$ cat src/common/pump_defines.svh
`ifndef PUMP_DEFINES_SVH
`define PUMP_DEFINES_SVH

// register byte offsets
`define REG_CTRL 8'h00
`define REG_STATUS 8'h04
`define REG_SPEED 8'h08

// control register fields
`define CTRL_SRC_SERIAL 0
`define CTRL_METHOD2 1
`define CTRL_SER_START 2
`define CTRL_SER_STOP 3
`define CTRL_RESET 2'h0

// status register fields
`define ST_RUN 0
`define ST_PAR_ACTIVE 1
`define ST_FAILURE 2
`define ST_WARNING 3
`define ST_INHIBIT 4
`define ST_ROTATE 5
`define ST_CONTACT_LSB 8
`define ST_FCODE_LSB 16

// clock and times
`define CLK_HZ 50000000
`define DEB_TIME_US 1000
`define START_HOLD_MS 300
`define RESET_HOLD_MS 300
`define FLASH_SLOT_MS 100

// rotor speed band limits in rpm
`define RPM_ONE_FLASH 16'd2000
`define RPM_TWO_FLASH 16'd20000
`define RPM_THREE_FLASH 16'd40000
`define RPM_CONT_FLASH 16'd49500

// flash counts per band
`define FLASH_N1 4'h1
`define FLASH_N2 4'h2
`define FLASH_N3 4'h3

`endif

$ cat src/common/pump_pkg.sv
package pump_pkg;

    // contact pins, low while the contact is closed to contact_common
    typedef struct packed {
        logic port_sel_n;
        logic inh_en_n;
        logic inhibit_n;
        logic reset_n;
        logic stop_n;
        logic start_n;
    } contact_pins_s;

    // filtered contact levels, high while closed
    typedef struct packed {
        logic port_sel;
        logic inh_en;
        logic inhibit;
        logic reset;
        logic stop;
        logic start;
    } contacts_s;

    typedef struct packed {
        logic power_green;
        logic rot_green;
        logic rot_orange;
        logic fault_orange;
        logic fault_red;
    } leds_s;

    typedef enum logic [2:0] {
        BAND_STOP = 3'b000,
        BAND_ONE = 3'b001,
        BAND_TWO = 3'b010,
        BAND_THREE = 3'b011,
        BAND_CONT = 3'b100,
        BAND_STEADY = 3'b101
    } band_e;

endpackage

$ cat src/rtl/pump_remote_led.sv
// Local design decisions: the register offsets and strobed register access.
`timescale 1ns/100ps
`include "pump_defines.svh"

module pump_remote_led
    import pump_pkg::*;
#(
    parameter int unsigned DEB_CYC = `DEB_TIME_US * (`CLK_HZ / 1000000),
    parameter int unsigned START_HOLD_CYC = `START_HOLD_MS * (`CLK_HZ / 1000),
    parameter int unsigned RESET_HOLD_CYC = `RESET_HOLD_MS * (`CLK_HZ / 1000),
    parameter int unsigned SLOT_CYC = `FLASH_SLOT_MS * (`CLK_HZ / 1000),
    parameter int unsigned NUM_CONTACTS = 6
) (
    // clock and reset
    input wire logic ref_clk,
    input wire logic rst_n,
    // register port
    input wire logic [7:0] reg_addr,
    input wire logic [31:0] reg_wdata,
    input wire logic reg_wr,
    input wire logic reg_rd,
    output logic [31:0] reg_rdata,
    // parallel_remote_connector contacts
    input wire contact_pins_s pins,
    // pump state from the drive
    input wire logic power_good,
    input wire logic [15:0] rotor_rpm,
    input wire logic rotor_accel,
    input wire logic warn_active,
    input wire logic [3:0] warn_code,
    input wire logic fail_event,
    input wire logic [3:0] fail_code,
    input wire logic fail_cause,
    // commands to the drive
    output logic bearing_en,
    output logic rotate_cmd,
    // indicators
    output leds_s leds
);

    contacts_s cts;
    logic [NUM_CONTACTS-1:0] pin_vec, closed_vec;

    assign pin_vec = pins;
    assign cts = closed_vec;

    genvar gi;
    generate
        for (gi = 0; gi < NUM_CONTACTS; gi++) begin : g_filt
            contact_filter #(.DEB_CYC(DEB_CYC)) u_filt (
                .ref_clk(ref_clk),
                .rst_n(rst_n),
                .pin_n(pin_vec[gi]),
                .closed(closed_vec[gi])
            );
        end
    endgenerate

    // control state
    logic src_serial_q, src_serial_d;
    logic method2_q, method2_d;
    logic run_q, run_d;
    logic rotate_q, rotate_d;
    logic bearing_q, bearing_d;
    logic fail_q, fail_d;
    logic [3:0] fcode_q, fcode_d;
    logic [31:0] start_cnt_q, start_cnt_d;
    logic [31:0] rst_cnt_q, rst_cnt_d;
    logic start_prev_q, start_prev_d;
    logic [31:0] rdata_q, rdata_d;

    logic par_active, inhibit_active, rotor_stopped;
    logic start_evt, stop_evt, reset_evt, ser_start, ser_stop, ctrl_wr;

    always_comb begin
        rotor_stopped = (rotor_rpm == 16'h0);
        par_active = cts.port_sel | ~src_serial_q;
        inhibit_active = cts.inh_en & ~cts.inhibit;
        ctrl_wr = reg_wr && (reg_addr == `REG_CTRL);
        ser_start = ctrl_wr && reg_wdata[`CTRL_SER_START] && !par_active;
        ser_stop = ctrl_wr && reg_wdata[`CTRL_SER_STOP] && !par_active;

        src_serial_d = src_serial_q;
        method2_d = method2_q;
        if (ctrl_wr) begin
            src_serial_d = reg_wdata[`CTRL_SRC_SERIAL];
            method2_d = reg_wdata[`CTRL_METHOD2];
        end

        // first method: start held beside a closed stop contact
        start_cnt_d = 32'h0;
        if (par_active && !method2_q && cts.stop && cts.start) begin
            start_cnt_d = (start_cnt_q >= 32'(START_HOLD_CYC)) ? start_cnt_q
                                                                : start_cnt_q + 32'h1;
        end
        start_prev_d = cts.start;
        start_evt = 1'b0;
        stop_evt = 1'b0;
        if (par_active) begin
            if (!method2_q) begin
                start_evt = (start_cnt_q == 32'(START_HOLD_CYC - 1)) && cts.stop
                            && cts.start;
                stop_evt = !cts.stop;
            end else begin
                start_evt = cts.start && !start_prev_q;
                stop_evt = !cts.start;
            end
        end

        // reset contact held long enough
        rst_cnt_d = 32'h0;
        if (par_active && cts.reset) begin
            rst_cnt_d = (rst_cnt_q >= 32'(RESET_HOLD_CYC)) ? rst_cnt_q
                                                            : rst_cnt_q + 32'h1;
        end
        reset_evt = (rst_cnt_q == 32'(RESET_HOLD_CYC - 1)) && cts.reset && par_active;

        // latched failure, a new event wins over the reset
        fail_d = fail_q;
        fcode_d = fcode_q;
        if (reset_evt && rotor_stopped && !fail_cause) begin
            fail_d = 1'b0;
        end
        if (fail_event) begin
            fail_d = 1'b1;
            fcode_d = fail_code;
        end

        // stored run command
        run_d = run_q;
        if (start_evt || ser_start) begin
            run_d = 1'b1;
        end
        if (stop_evt || ser_stop) begin
            run_d = 1'b0;
        end
        if (inhibit_active && rotate_q) begin
            run_d = 1'b0;
        end
        if (fail_q || fail_event) begin
            run_d = 1'b0;
        end
        rotate_d = run_d && !inhibit_active && !fail_d;

        // bearing stays up until power is gone and the rotor is still
        bearing_d = power_good || !rotor_stopped;

        rdata_d = 32'h0;
        if (reg_rd) begin
            unique case (reg_addr)
                `REG_CTRL: begin
                    rdata_d[`CTRL_SRC_SERIAL] = src_serial_q;
                    rdata_d[`CTRL_METHOD2] = method2_q;
                end
                `REG_STATUS: begin
                    rdata_d[`ST_RUN] = run_q;
                    rdata_d[`ST_PAR_ACTIVE] = par_active;
                    rdata_d[`ST_FAILURE] = fail_q;
                    rdata_d[`ST_WARNING] = warn_active;
                    rdata_d[`ST_INHIBIT] = inhibit_active;
                    rdata_d[`ST_ROTATE] = rotate_q;
                    rdata_d[`ST_CONTACT_LSB +: NUM_CONTACTS] = closed_vec;
                    rdata_d[`ST_FCODE_LSB +: 4] = fcode_q;
                end
                `REG_SPEED: begin
                    rdata_d[15:0] = rotor_rpm;
                end
                default: begin
                    rdata_d = 32'h0;
                end
            endcase
        end
    end

    always_ff @(posedge ref_clk or negedge rst_n) begin
        if (!rst_n) begin
            src_serial_q <= 1'b0;
            method2_q <= 1'b0;
            run_q <= 1'b0;
            rotate_q <= 1'b0;
            bearing_q <= 1'b0;
            fail_q <= 1'b0;
            fcode_q <= 4'h0;
            start_cnt_q <= 32'h0;
            rst_cnt_q <= 32'h0;
            start_prev_q <= 1'b0;
            rdata_q <= 32'h0;
        end else begin
            src_serial_q <= src_serial_d;
            method2_q <= method2_d;
            run_q <= run_d;
            rotate_q <= rotate_d;
            bearing_q <= bearing_d;
            fail_q <= fail_d;
            fcode_q <= fcode_d;
            start_cnt_q <= start_cnt_d;
            rst_cnt_q <= rst_cnt_d;
            start_prev_q <= start_prev_d;
            rdata_q <= rdata_d;
        end
    end

    assign reg_rdata = rdata_q;
    assign bearing_en = bearing_q;
    assign rotate_cmd = rotate_q;

    // flash timing: 32 slots per frame, flash n lit in even slots below 2n
    logic [31:0] tick_q, tick_d;
    logic [4:0] slot_q, slot_d;
    leds_s leds_q, leds_d;
    band_e band;
    logic rot_on, fault_on;

    function automatic logic flash_n(input logic [3:0] n, input logic [4:0] slot);
        flash_n = !slot[0] && (slot[4:1] < n);
    endfunction

    always_comb begin
        tick_d = tick_q + 32'h1;
        slot_d = slot_q;
        if (tick_q >= 32'(SLOT_CYC - 1)) begin
            tick_d = 32'h0;
            slot_d = slot_q + 5'h1;
        end

        if (rotor_stopped) begin
            band = BAND_STOP;
        end else if (rotor_rpm <= `RPM_ONE_FLASH) begin
            band = BAND_ONE;
        end else if (rotor_rpm <= `RPM_TWO_FLASH) begin
            band = BAND_TWO;
        end else if (rotor_rpm <= `RPM_THREE_FLASH) begin
            band = BAND_THREE;
        end else if (rotor_rpm <= `RPM_CONT_FLASH) begin
            band = BAND_CONT;
        end else begin
            band = BAND_STEADY;
        end

        unique case (band)
            BAND_STOP: rot_on = 1'b0;
            BAND_ONE: rot_on = flash_n(`FLASH_N1, slot_q);
            BAND_TWO: rot_on = flash_n(`FLASH_N2, slot_q);
            BAND_THREE: rot_on = flash_n(`FLASH_N3, slot_q);
            BAND_CONT: rot_on = !slot_q[0];
            BAND_STEADY: rot_on = 1'b1;
            default: rot_on = 1'b0;
        endcase

        leds_d.power_green = bearing_q && power_good;
        leds_d.rot_green = rot_on && rotor_accel;
        leds_d.rot_orange = rot_on && !rotor_accel;
        leds_d.fault_orange = 1'b0;
        leds_d.fault_red = 1'b0;
        if (fail_q) begin
            // code zero is steady red
            fault_on = (fcode_q == 4'h0) ? 1'b1 : flash_n(fcode_q, slot_q);
            leds_d.fault_red = fault_on;
        end else if (warn_active) begin
            fault_on = (warn_code == 4'h0) ? !slot_q[0] : flash_n(warn_code, slot_q);
            leds_d.fault_orange = fault_on;
        end else begin
            fault_on = 1'b0;
        end
    end

    always_ff @(posedge ref_clk or negedge rst_n) begin
        if (!rst_n) begin
            tick_q <= 32'h0;
            slot_q <= 5'h0;
            leds_q <= '0;
        end else begin
            tick_q <= tick_d;
            slot_q <= slot_d;
            leds_q <= leds_d;
        end
    end

    assign leds = leds_q;

endmodule

$ cat src/rtl/contact_filter.sv
`timescale 1ns/100ps
`include "pump_defines.svh"

module contact_filter #(
    parameter int unsigned DEB_CYC = `DEB_TIME_US * (`CLK_HZ / 1000000)
) (
    // clock and reset
    input wire logic ref_clk,
    input wire logic rst_n,
    // contact pin, low when closed
    input wire logic pin_n,
    // filtered level
    output logic closed
);

    logic s1_q, s2_q, s3_q;
    logic closed_q, closed_d;
    logic [31:0] cnt_q, cnt_d;

    always_comb begin
        closed_d = closed_q;
        cnt_d = 32'h0;
        // count while the last two stages agree on a new level
        if ((s2_q == s3_q) && (~s3_q != closed_q)) begin
            if (cnt_q >= 32'(DEB_CYC - 1)) begin
                closed_d = ~s3_q;
            end else begin
                cnt_d = cnt_q + 32'h1;
            end
        end
    end

    always_ff @(posedge ref_clk or negedge rst_n) begin
        if (!rst_n) begin
            s1_q <= 1'b1;
            s2_q <= 1'b1;
            s3_q <= 1'b1;
            closed_q <= 1'b0;
            cnt_q <= 32'h0;
        end else begin
            s1_q <= pin_n;
            s2_q <= s1_q;
            s3_q <= s2_q;
            closed_q <= closed_d;
            cnt_q <= cnt_d;
        end
    end

    assign closed = closed_q;

endmodule

$ cat config.mk
export PLATFORM = sky130hd
export DESIGN_NAME = pump_remote_led
export DESIGN_NICKNAME = d
export VERILOG_FILES = /design/src/common/pump_pkg.sv /design/src/rtl/pump_remote_led.sv /design/src/rtl/contact_filter.sv
export VERILOG_INCLUDE_DIRS = /design/src /design/src/common
export SDC_FILE = /design/constraint.sdc
export NUM_CORES = 1
export LEC_CHECK = 0
export ABC_CLOCK_PERIOD_IN_PS = 6000
export BUFFER_PORTS_ARGS = -buffer_cell sky130_fd_sc_hd__buf_2
export CORE_AREA = 2 2 168 170
export CTS_CLUSTER_SIZE = 10
export DETAILED_ROUTE_END_ITERATION = 8
export DIE_AREA = 0 0 170 172
export PLACE_DENSITY = 0.73
export SKIP_CTS_REPAIR_TIMING = 1
export SLEW_MARGIN = 5
export SYNTH_ARGS = -nofsm -noshare
export SYNTH_HDL_FRONTEND = slang
export SYNTH_SLANG_ARGS = --single-unit
$ cat constraint.sdc
create_clock -name ref_clk -period 6 [get_ports ref_clk]
set_input_delay 0.9 -clock ref_clk [delete_from_list [all_inputs] [get_ports ref_clk]]
set_output_delay 0.9 -clock ref_clk [all_outputs]
set_load 0.01 [all_outputs]
# ---- Word level (Yosys, flattened, before mapping)
# Index checks and enable logic that the tools add are counted.
dict set report classes {
  mux 45
  n_eq_ne 23
  addsub 10
  reduce_logical 58
  magnitude_cmp 18
  bitwise 10
}
# cell n
set op_table {}
lappend op_table {{$mux 32} 17}
lappend op_table {{$add 32x1->32 const B} 9}
lappend op_table {{$ge 32x16->1 const B} 6}
lappend op_table {{$eq 32x24->1 const B} 2}
lappend op_table {{$ge 32x24->1 const B} 2}
lappend op_table {{$logic_and 1x1->1} 33}
lappend op_table {{$ge 32x23->1 const B} 1}
lappend op_table {{$le 16x16->1 const B} 2}
lappend op_table {{$mux 20} 1}
lappend op_table {{$le 16x11->1 const B} 1}
lappend op_table {{$le 16x15->1 const B} 1}
lappend op_table {{$logic_not 16->1} 1}
lappend op_table {{$mux 1} 16}
lappend op_table {{$mux 3} 4}
lappend op_table {{$pmux 6 s2} 1}
lappend op_table {{$reduce_and 2->1} 6}
lappend op_table {{$logic_not 1->1} 11}
lappend op_table {{$eq 8x3->1 const B} 1}
lappend op_table {{$eq 8x4->1 const B} 1}
lappend op_table {{$logic_not 4->1} 2}
lappend op_table {{$logic_not 8->1} 1}
lappend op_table {{$lt 4x2->1 const B} 2}
lappend op_table {{$lt 4x4->1} 2}
lappend op_table {{$not 1->1} 8}
lappend op_table {{other kinds (16)} 33}
dict set report word_totals {
  register_bits 365
  output_inout_bits 39
  elab_cells 212
  in_bits 79
}

# ---- Longest topological paths before layout
# Gate-level depths: netlist (run 1).
dict set report depth {
  word_depth 12
  depth_mapped 8
  mapped_depth_nobuf 6
}

# ---- By module
# A second synthesis (run 1) with hierarchy kept.
dict set report unflattened {
  hier_cells 1374
  hier_area_um2 15364.7
}
# module seq_area_each_um2 area_each_um2 instances cells_each
set by_module_without_submodules {}
lappend by_module_without_submodules {contact_filter 904.6 1427.6 6 114}
lappend by_module_without_submodules {pump_remote_led 3428.3 6799.0 1 690}

# ---- Worst setup path after synthesis (run 1)
# OpenSTA, ideal clock, no wires.
dict set report synth_path {
  path_kind {input -> register}
  start {input port reg_addr[5]}
  end {register rdata_q[10] (netlist: reg_rdata[10])}
  n_path_buf 1
  required_time_ps 5934
  t_arrival_ps 2549
  slack_ps 3385
  setup_ps 66
  path_stages 6
  path_cell_list {or4_1 > nor3_1 > nand2_1 > nor3b_1 > clkbuf_1 > a22o_1}
}
dict set report synth_via {
  elab_chain_cells 3
  word_cells_on_any_way 4
  cone_classes {eq/ne: 2; mux: 2}
}
# element line
set synth_rtl {}
lappend synth_rtl {{start: declaration} pump_remote_led.sv:18} ;# input wire logic [7:0] reg_addr,
lappend synth_rtl {{$eq 8x4->1 / $eq 8x3->1 (equally long branches)} pump_remote_led.sv:150} ;# unique case (reg_addr)
lappend synth_rtl {{$pmux 6 s2 (*)} pump_remote_led.sv:150}
lappend synth_rtl {{$mux 20 (*)} pump_remote_led.sv:149} ;# if (reg_rd) begin
lappend synth_rtl {{via rdata_d[10]} pump_remote_led.sv:70} ;# logic [31:0] rdata_q, rdata_d;
lappend synth_rtl {{end signal: assignment} pump_remote_led.sv:199} ;# rdata_q <= rdata_d;
lappend synth_rtl {{end: declaration} pump_remote_led.sv:70}
# Mark *: on every way through the listed nets, which the timed path passes. The rest lies on a longest branch.
# A chain may end at the register's enable or synchronous reset.

# ---- Worst setup path in the final report (run 1)
# Ends and elaborated chain as after synthesis.

==> metrics, run 1 <==
Worst Max-Slew Pin Slew=approximately 1200 ps; total I/O pin count=118; mapped cell area=14,890 sq um; max cap viols=0; Rows=between 60 and 70; number of flops mapped to enable cells by yosys=0; pwr dens=slightly below 300 nW/um^2; Avg Cell Area, Syn=between 10 and 15 sq um; layout cells sized above 1=between 10 and 15%; die area=between 20,000 and 30,000 sq um; vias per cell=5.391; vias=about 11,000; GRT Total Usage=20.67%; first-pass GRT wire length=a little under 50,000 um; WL final=~29,000 um; Die W=170 um; H-tree levels=2; Final Setup Violations=0; CP max stage cell=nor3b_2; area of the core=roughly 27,000 sq um; starting density of the core=a little over half; hpwl dp=around 20,000 um; DR iter-0 viols=between 700 and 800; insertion delay to the later sink of the worst-skew pair=520 ps; DRT antenna net count=0; Final Non-Filler Cells=~2,000; Slew headroom=about a fifth; RSZ-0062 raised after global routing=no; post-layout min period=2832 ps; critical path startpoint=reg_addr[5]; synthesized instance count=between 1,000 and 1,500; Post-synth ARST share=100.0%; post-synth cell types=64; Reg2Reg Depth=5; f_max=353.2 MHz; outcome=complete, no violations; Longest Clk Path Bufs=3; NumNets Final=approximately 1,700; hold slack=~360 ps; crit path to=reg_rdata[10]; delay of the slowest critical-path stage=between 900 and 1000 ps; Overflow after GRT=0; vias in the first global route=10,124; Pwr Total=roughly 5 mW; placed cell count=between 1,500 and 2,000; Sink Count=about 350; Final Wtd Congestion=0.8124; Final Cycle Share=a little under half; Fin. Hold Viols=0; Tightest Hold Check Type=reg -> reg; DR pass1 iterations=5; initial antenna violation count=5; final core utilization=between 60 and 70%; layout overhead on the synthesized area=15.38%; clk slew on worst S/H paths=around 50 ps; DRC=0; met2 usage=around 33%; Crit. End Element=flip-flop; synthesized flop and latch total=between 300 and 400; r2r startpoint=tick_q[16]; sequential share of the synthesized area=between 50 and 60%; synth warn=0; Post-synth top flop=dfrtp_1; Clock Root Buffer=clkbuf_16; hold path depth=0; worst path required time=~6500 ps; Setup Total Neg Slack=0 ps; startpoint types=primary input; die height=~170 um; met1 GRT Util=between 20 and 30%; CP Class=in -> reg; Crit Path Max Fanout=14; CTS tree=built; Reg-to-Reg End=slot_q[1]; Port Buffer Count=77; clock skew=between 8 and 9 ps; reg2reg setup slack=between 3000 and 4000 ps; met3 Resource Use GR=3.891%; pin count of the biggest net entering global routing=144; Worst VDD drop=around 260 uV; wire per inst=approximately 15 um; P_leak=7.508 nW; gr busiest metal=met2; worst-path cell chain=buf_2 -> or4_1 -> nor3_1 -> nand2_1 -> nor3b_2 -> a22o_1; CTS buffer count=41; crit path DAT=around 3300 ps; Slew Limit Fails=0
## through the flow
step                setup WS [ps]  area (sq um)
floorplan                    3385         15330
global placement             2663         16000
detailed placement           2660         16000
CTS                          3199         17170
global route                 3042         17180
finish                       3168         17180
## critical path: cells and delay by family
kind	cells	cell delay, ps
AOI/OAI and AO/OA	1	300
and+or+nand+nor	4	1970
buffers and inverters	1	90
## Yosys cell counts (all sizes together) (5+ instances only)
cell type	instances	area, sq um
a31o	5	43.79
dfstp	18	473.0
and3b	5	43.79
nor3	40	200.2
nand3b	6	45.04
a211oi	7	52.55
mux2i	7	70.07
or3	21	131.4
ha	18	225.2
a22o	11	96.34
nand2b	10	62.56
inv	45	168.9
o211ai	14	105.1
buf	16	108.9
nor2	172	645.6
xnor2	73	639.4
o31ai	10	75.07
and3	40	250.2
and2	22	137.6
nand3	68	340.3
a21oi	41	205.2
xor2	35	306.5
nand4	34	212.7
o21ai	19	95.09
clkbuf	31	116.4
a31oi	7	43.79
or4	27	210.2
nor4	59	369.1
o21bai	5	37.54
nand2	112	420.4
and4	10	87.58
a21o	6	45.04
dfrtp	335	8383
## metal layers
metal  routed length [um]  share of wire, %
met1                13390                46
met2                13510                46
met3                 1508               5.2
met4                  651               2.2
met5                   23             0.079
## worst min path at each step
stage / start / to / slack, ps
global route: g_filt[5].u_filt.s1_q / g_filt[5].u_filt.s2_q / 360
detailed placement: g_filt[5].u_filt.s1_q / g_filt[5].u_filt.s2_q / 350
floorplan: g_filt[0].u_filt.s1_q / g_filt[0].u_filt.s2_q / 350
finish: g_filt[3].u_filt.s1_q / g_filt[3].u_filt.s2_q / 360
global placement: g_filt[5].u_filt.s1_q / g_filt[5].u_filt.s2_q / 350
CTS: g_filt[1].u_filt.s1_q / g_filt[1].u_filt.s2_q / 360
## power by group
group	leakage [nW]	switching [mW]	internal, mW
Sequential	4.57	0.0702	2.46
Combinational	2.37	0.152	0.0959
Clock	0.561	0.909	1.29
## cell usage in the layout, fill, tap and decap left out, drive strengths merged, types with 46 or more instances in the layout
| cell type | netlist | routed |
|---|---|---|
| clkbuf | 31 | 68 |
| xnor2 | 73 | 73 |
| nand2 | 112 | 112 |
| nand3 | 68 | 68 |
| dfrtp | 335 | 335 |
| nor4 | 59 | 59 |
| conb | 1 | 117 |
| inv | 45 | 46 |
| nor2 | 172 | 172 |
| buf | 16 | 82 |
## cell type report
type	instances	area, sq um
clock buffers	68	1137
clock inverters	3	41.29
fillers	2194	10290
repair buffers	82	445.4
well taps	346	432.9
inverters	45	168.9
diodes	3	7.507
flip-flops and latches	353	8856
multi-input cells	1050	6092
## logic make-up after synthesis
group / Yosys count / share of synthesized area, %
AND/OR/NAND/NOR: 646 / 22.27
flip-flops: 353 / 59.47
AO/OA/AOI/OAI: 150 / 6.957
XOR/XNOR: 108 / 6.352
buffers and inverters: 92 / 2.647
adder cells (fa/ha/maj): 18 / 1.512
multiplexers: 11 / 0.7730
other: 1 / 0.02518
## registers in the layout (all words and copies together) (netlist names), 4 cells and up
name / cells
fcode_q: 4
g_filt.u_filt.s2_q: 6
slot_q: 5
reg_rdata: 20
tick_q: 32
g_filt.u_filt.cnt_q: 192
start_cnt_q: 32
g_filt.u_filt.s1_q: 6
g_filt.u_filt.closed: 6
rst_cnt_q: 32
g_filt.u_filt.s3_q: 6
leds: 5
No activity file was read; power rests on OpenSTA's default activity.
==> inputs of run 2 (changes only) <==
--- a/config.mk
+++ b/config.mk
@@ -6,7 +6,7 @@
 export SDC_FILE = /design/constraint.sdc
 export NUM_CORES = 1
 export LEC_CHECK = 0
-export ABC_CLOCK_PERIOD_IN_PS = 6000
+export ABC_CLOCK_PERIOD_IN_PS = 2900
 export BUFFER_PORTS_ARGS = -buffer_cell sky130_fd_sc_hd__buf_2
 export CORE_AREA = 2 2 168 170
 export CTS_CLUSTER_SIZE = 10
==> constraint.sdc (replaced) <==
create_clock -name ref_clk -period 2.9 [get_ports ref_clk]
set_input_delay 0.435 -clock ref_clk [delete_from_list [all_inputs] [get_ports ref_clk]]
set_output_delay 0.435 -clock ref_clk [all_outputs]
set_load 0.01 [all_outputs]
==> metrics, run 2 (synthesis gave the netlist of run 1 again) <==
initial antenna violation count=5 (unchanged); insertion delay to the later sink of the worst-skew pair=530 ps (was 520 ps); first-pass GRT wire length=50,210 um (was 49,090 um); Clock Root Buffer=clkbuf_16 (unchanged); P_leak=7.611 nW (was 7.508 nW); worst path required time=3350 ps (was 6450 ps); DRT antenna net count=0 (unchanged); GRT Total Usage=21.10% (was 20.67%); vias=10,654 (was 10,513); die height=172 um (unchanged); worst-path cell chain=or4_4 -> o211a_1 -> or4b_1 -> nor4_1 -> mux2i_1 (was buf_2 -> or4_1 -> nor3_1 -> nand2_1 -> nor3b_2 -> a22o_1); wire per inst=15.08 um (was 14.91 um); Reg2Reg Depth=5 (unchanged); starting density of the core=54.20% (unchanged); Worst Max-Slew Pin Slew=1211 ps (was 1205 ps); reg2reg setup slack=260 ps (was 3250 ps); Longest Clk Path Bufs=3 (unchanged); Reg-to-Reg End=rst_cnt_q[21] (was slot_q[1]); critical path startpoint=rst_cnt_q[20] (was reg_addr[5]); delay of the slowest critical-path stage=590 ps (was 980 ps); pwr dens=592.7 nW/um^2 (was 289.9 nW/um^2); Overflow after GRT=0 (unchanged); Fin. Hold Viols=0 (unchanged); vias per cell=5.408 (was 5.391); layout overhead on the synthesized area=16.64% (was 15.38%); Worst VDD drop=429.2 uV (was 259.8 uV); most frequent cells in the layout=dfrtp_1, nor2_1, conb_1, nand2_1, buf_2 (unchanged); Crit. End Element=flip-flop (unchanged); Slew headroom=18.89% (was 19.31%); max cap viols=0 (unchanged); CTS tree=built (unchanged); Final Cycle Share=between 90 and 100%; Sink Count=353 (unchanged); post-layout min period=2643 ps; Design Area, Final=17,370 sq um (was 17,180 sq um); pin count of the biggest net entering global routing=92 (was 144); Crit Path Max Fanout=7 (was 14); DR pass1 iterations=5 (unchanged); CTS buffer count=41 (unchanged); Die W=170 um (unchanged); layout cells sized above 1=10.98% (was 10.24%); most common cell after layout, fill and taps aside=dfrtp_1 (unchanged); vias in the first global route=10,477 (was 10,124); crit path to=rst_cnt_q[21] (was reg_rdata[10]); RSZ-0062 raised after global routing=no (unchanged); CP max stage cell=or4b_1 (was nor3b_2); die area=29,240 sq um (unchanged); H-tree levels=2 (unchanged); DR iter-0 viols=730 (was 726); crit path DAT=3090 ps (was 3280 ps); total I/O pin count=118 (unchanged); Port Buffer Count=77 (unchanged); NumNets Final=1,691 (was 1,670); Rows=61 (unchanged); Slew Limit Fails=0 (unchanged); Setup Total Neg Slack=0 ps (unchanged); clock skew=9.415 ps (was 8.440 ps); Most flops, register=g_filt.u_filt.cnt_q (unchanged); outcome=complete, no violations (unchanged); f_max=378.3 MHz; Min-Delay Startpoint=power_good (was g_filt[3].u_filt.s1_q); CP Class=reg -> reg (was in -> reg); clk slew on worst S/H paths=60 ps (was 50 ps); number of flip-flops in the largest register=192 (unchanged); placed cell area=16,120 sq um (was 16,000 sq um); Final Wtd Congestion=0.8436 (was 0.8124); r2r startpoint=rst_cnt_q[20] (was tick_q[16]); DRC=0 (unchanged); Tightest Hold Check Type=in -> reg (was reg -> reg); startpoint types=flip-flop (was primary input); Final Setup Violations=0 (unchanged); area of the core=27,480 sq um (unchanged); WL final=29,700 um (was 29,080 um); hpwl dp=19,810 um (was 19,570 um)
-- run 2: cell types whose count changed in the layout (fill, tap and decap cells not counted), sizes merged --
cell,change
buf,+14
clkbuf,-2
clkinv,+1
dlygate4sd3,+7
-- run 2: how the worst min path moves through the flow --
| stage | slack, ps | cells past startpoint | endpoint |
|---|---|---|---|
| after floorplan | 140 | 0 | bearing_en |
| after global placement | 350 | 0 | g_filt[1].u_filt.s2_q |
| after detailed placement | 350 | 0 | g_filt[3].u_filt.s2_q |
| after CTS | -170 | 1 | g_filt[3].u_filt.cnt_q[9] |
| after global routing | 120 | 2 | bearing_en |
| final | 130 | 2 | bearing_en |
-- run 2: through the flow --
stage          power [mW]  hold WS, ps  std cells  util [%]  setup slack [ps]
6_report            10.30        125.1       1970     63.21             256.9
3_5_place_dp        5.848        348.2       1889     58.66             292.5
4_1_cts             10.41       -167.7       1959     62.91             276.2
3_3_place_gp        5.820        346.2       1889     58.66             343.2
5_1_grt             10.74        120.1       1970     63.21             126.5
2_1_floorplan       5.567        139.4       1495         -             537.2
-- run 2: metal layers --
metal | vias up | wire, um | GRT usage [%]
met4 | 4 | 794 | 7.432
li1 | 5160 | - | -
met3 | 56 | 1811 | 4.875
met2 | 247 | 13670 | 33.13
met5 | - | 29 | 0
met1 | 5187 | 13390 | 29.12
-- run 2: final cells by class --
type | instances | area [sq um]
multi-input combinational | 1050 | 6092
timing repair buffer | 103 | 645.6
inverter | 45 | 168.9
clock inverter | 4 | 46.29
fill | 2255 | 10110
clock buffer | 66 | 1120
sequential | 353 | 8856
tap | 346 | 432.9
antenna | 3 | 7.507
-- run 2: critical path: cells and delay by family (launching register included) --
kind	cells	cell delay, ps
AO/OA/AOI/OAI	1	270
multiplexers	1	250
AND/OR/NAND/NOR	3	1610
flip-flops	1	430
-- run 2: report_power, final --
part / internal (mW) / leakage (nW) / switching, mW
Sequential: 5.10 / 4.57 / 0.136
Clock: 2.64 / 0.557 / 1.89
Combinational: 0.215 / 2.48 / 0.319
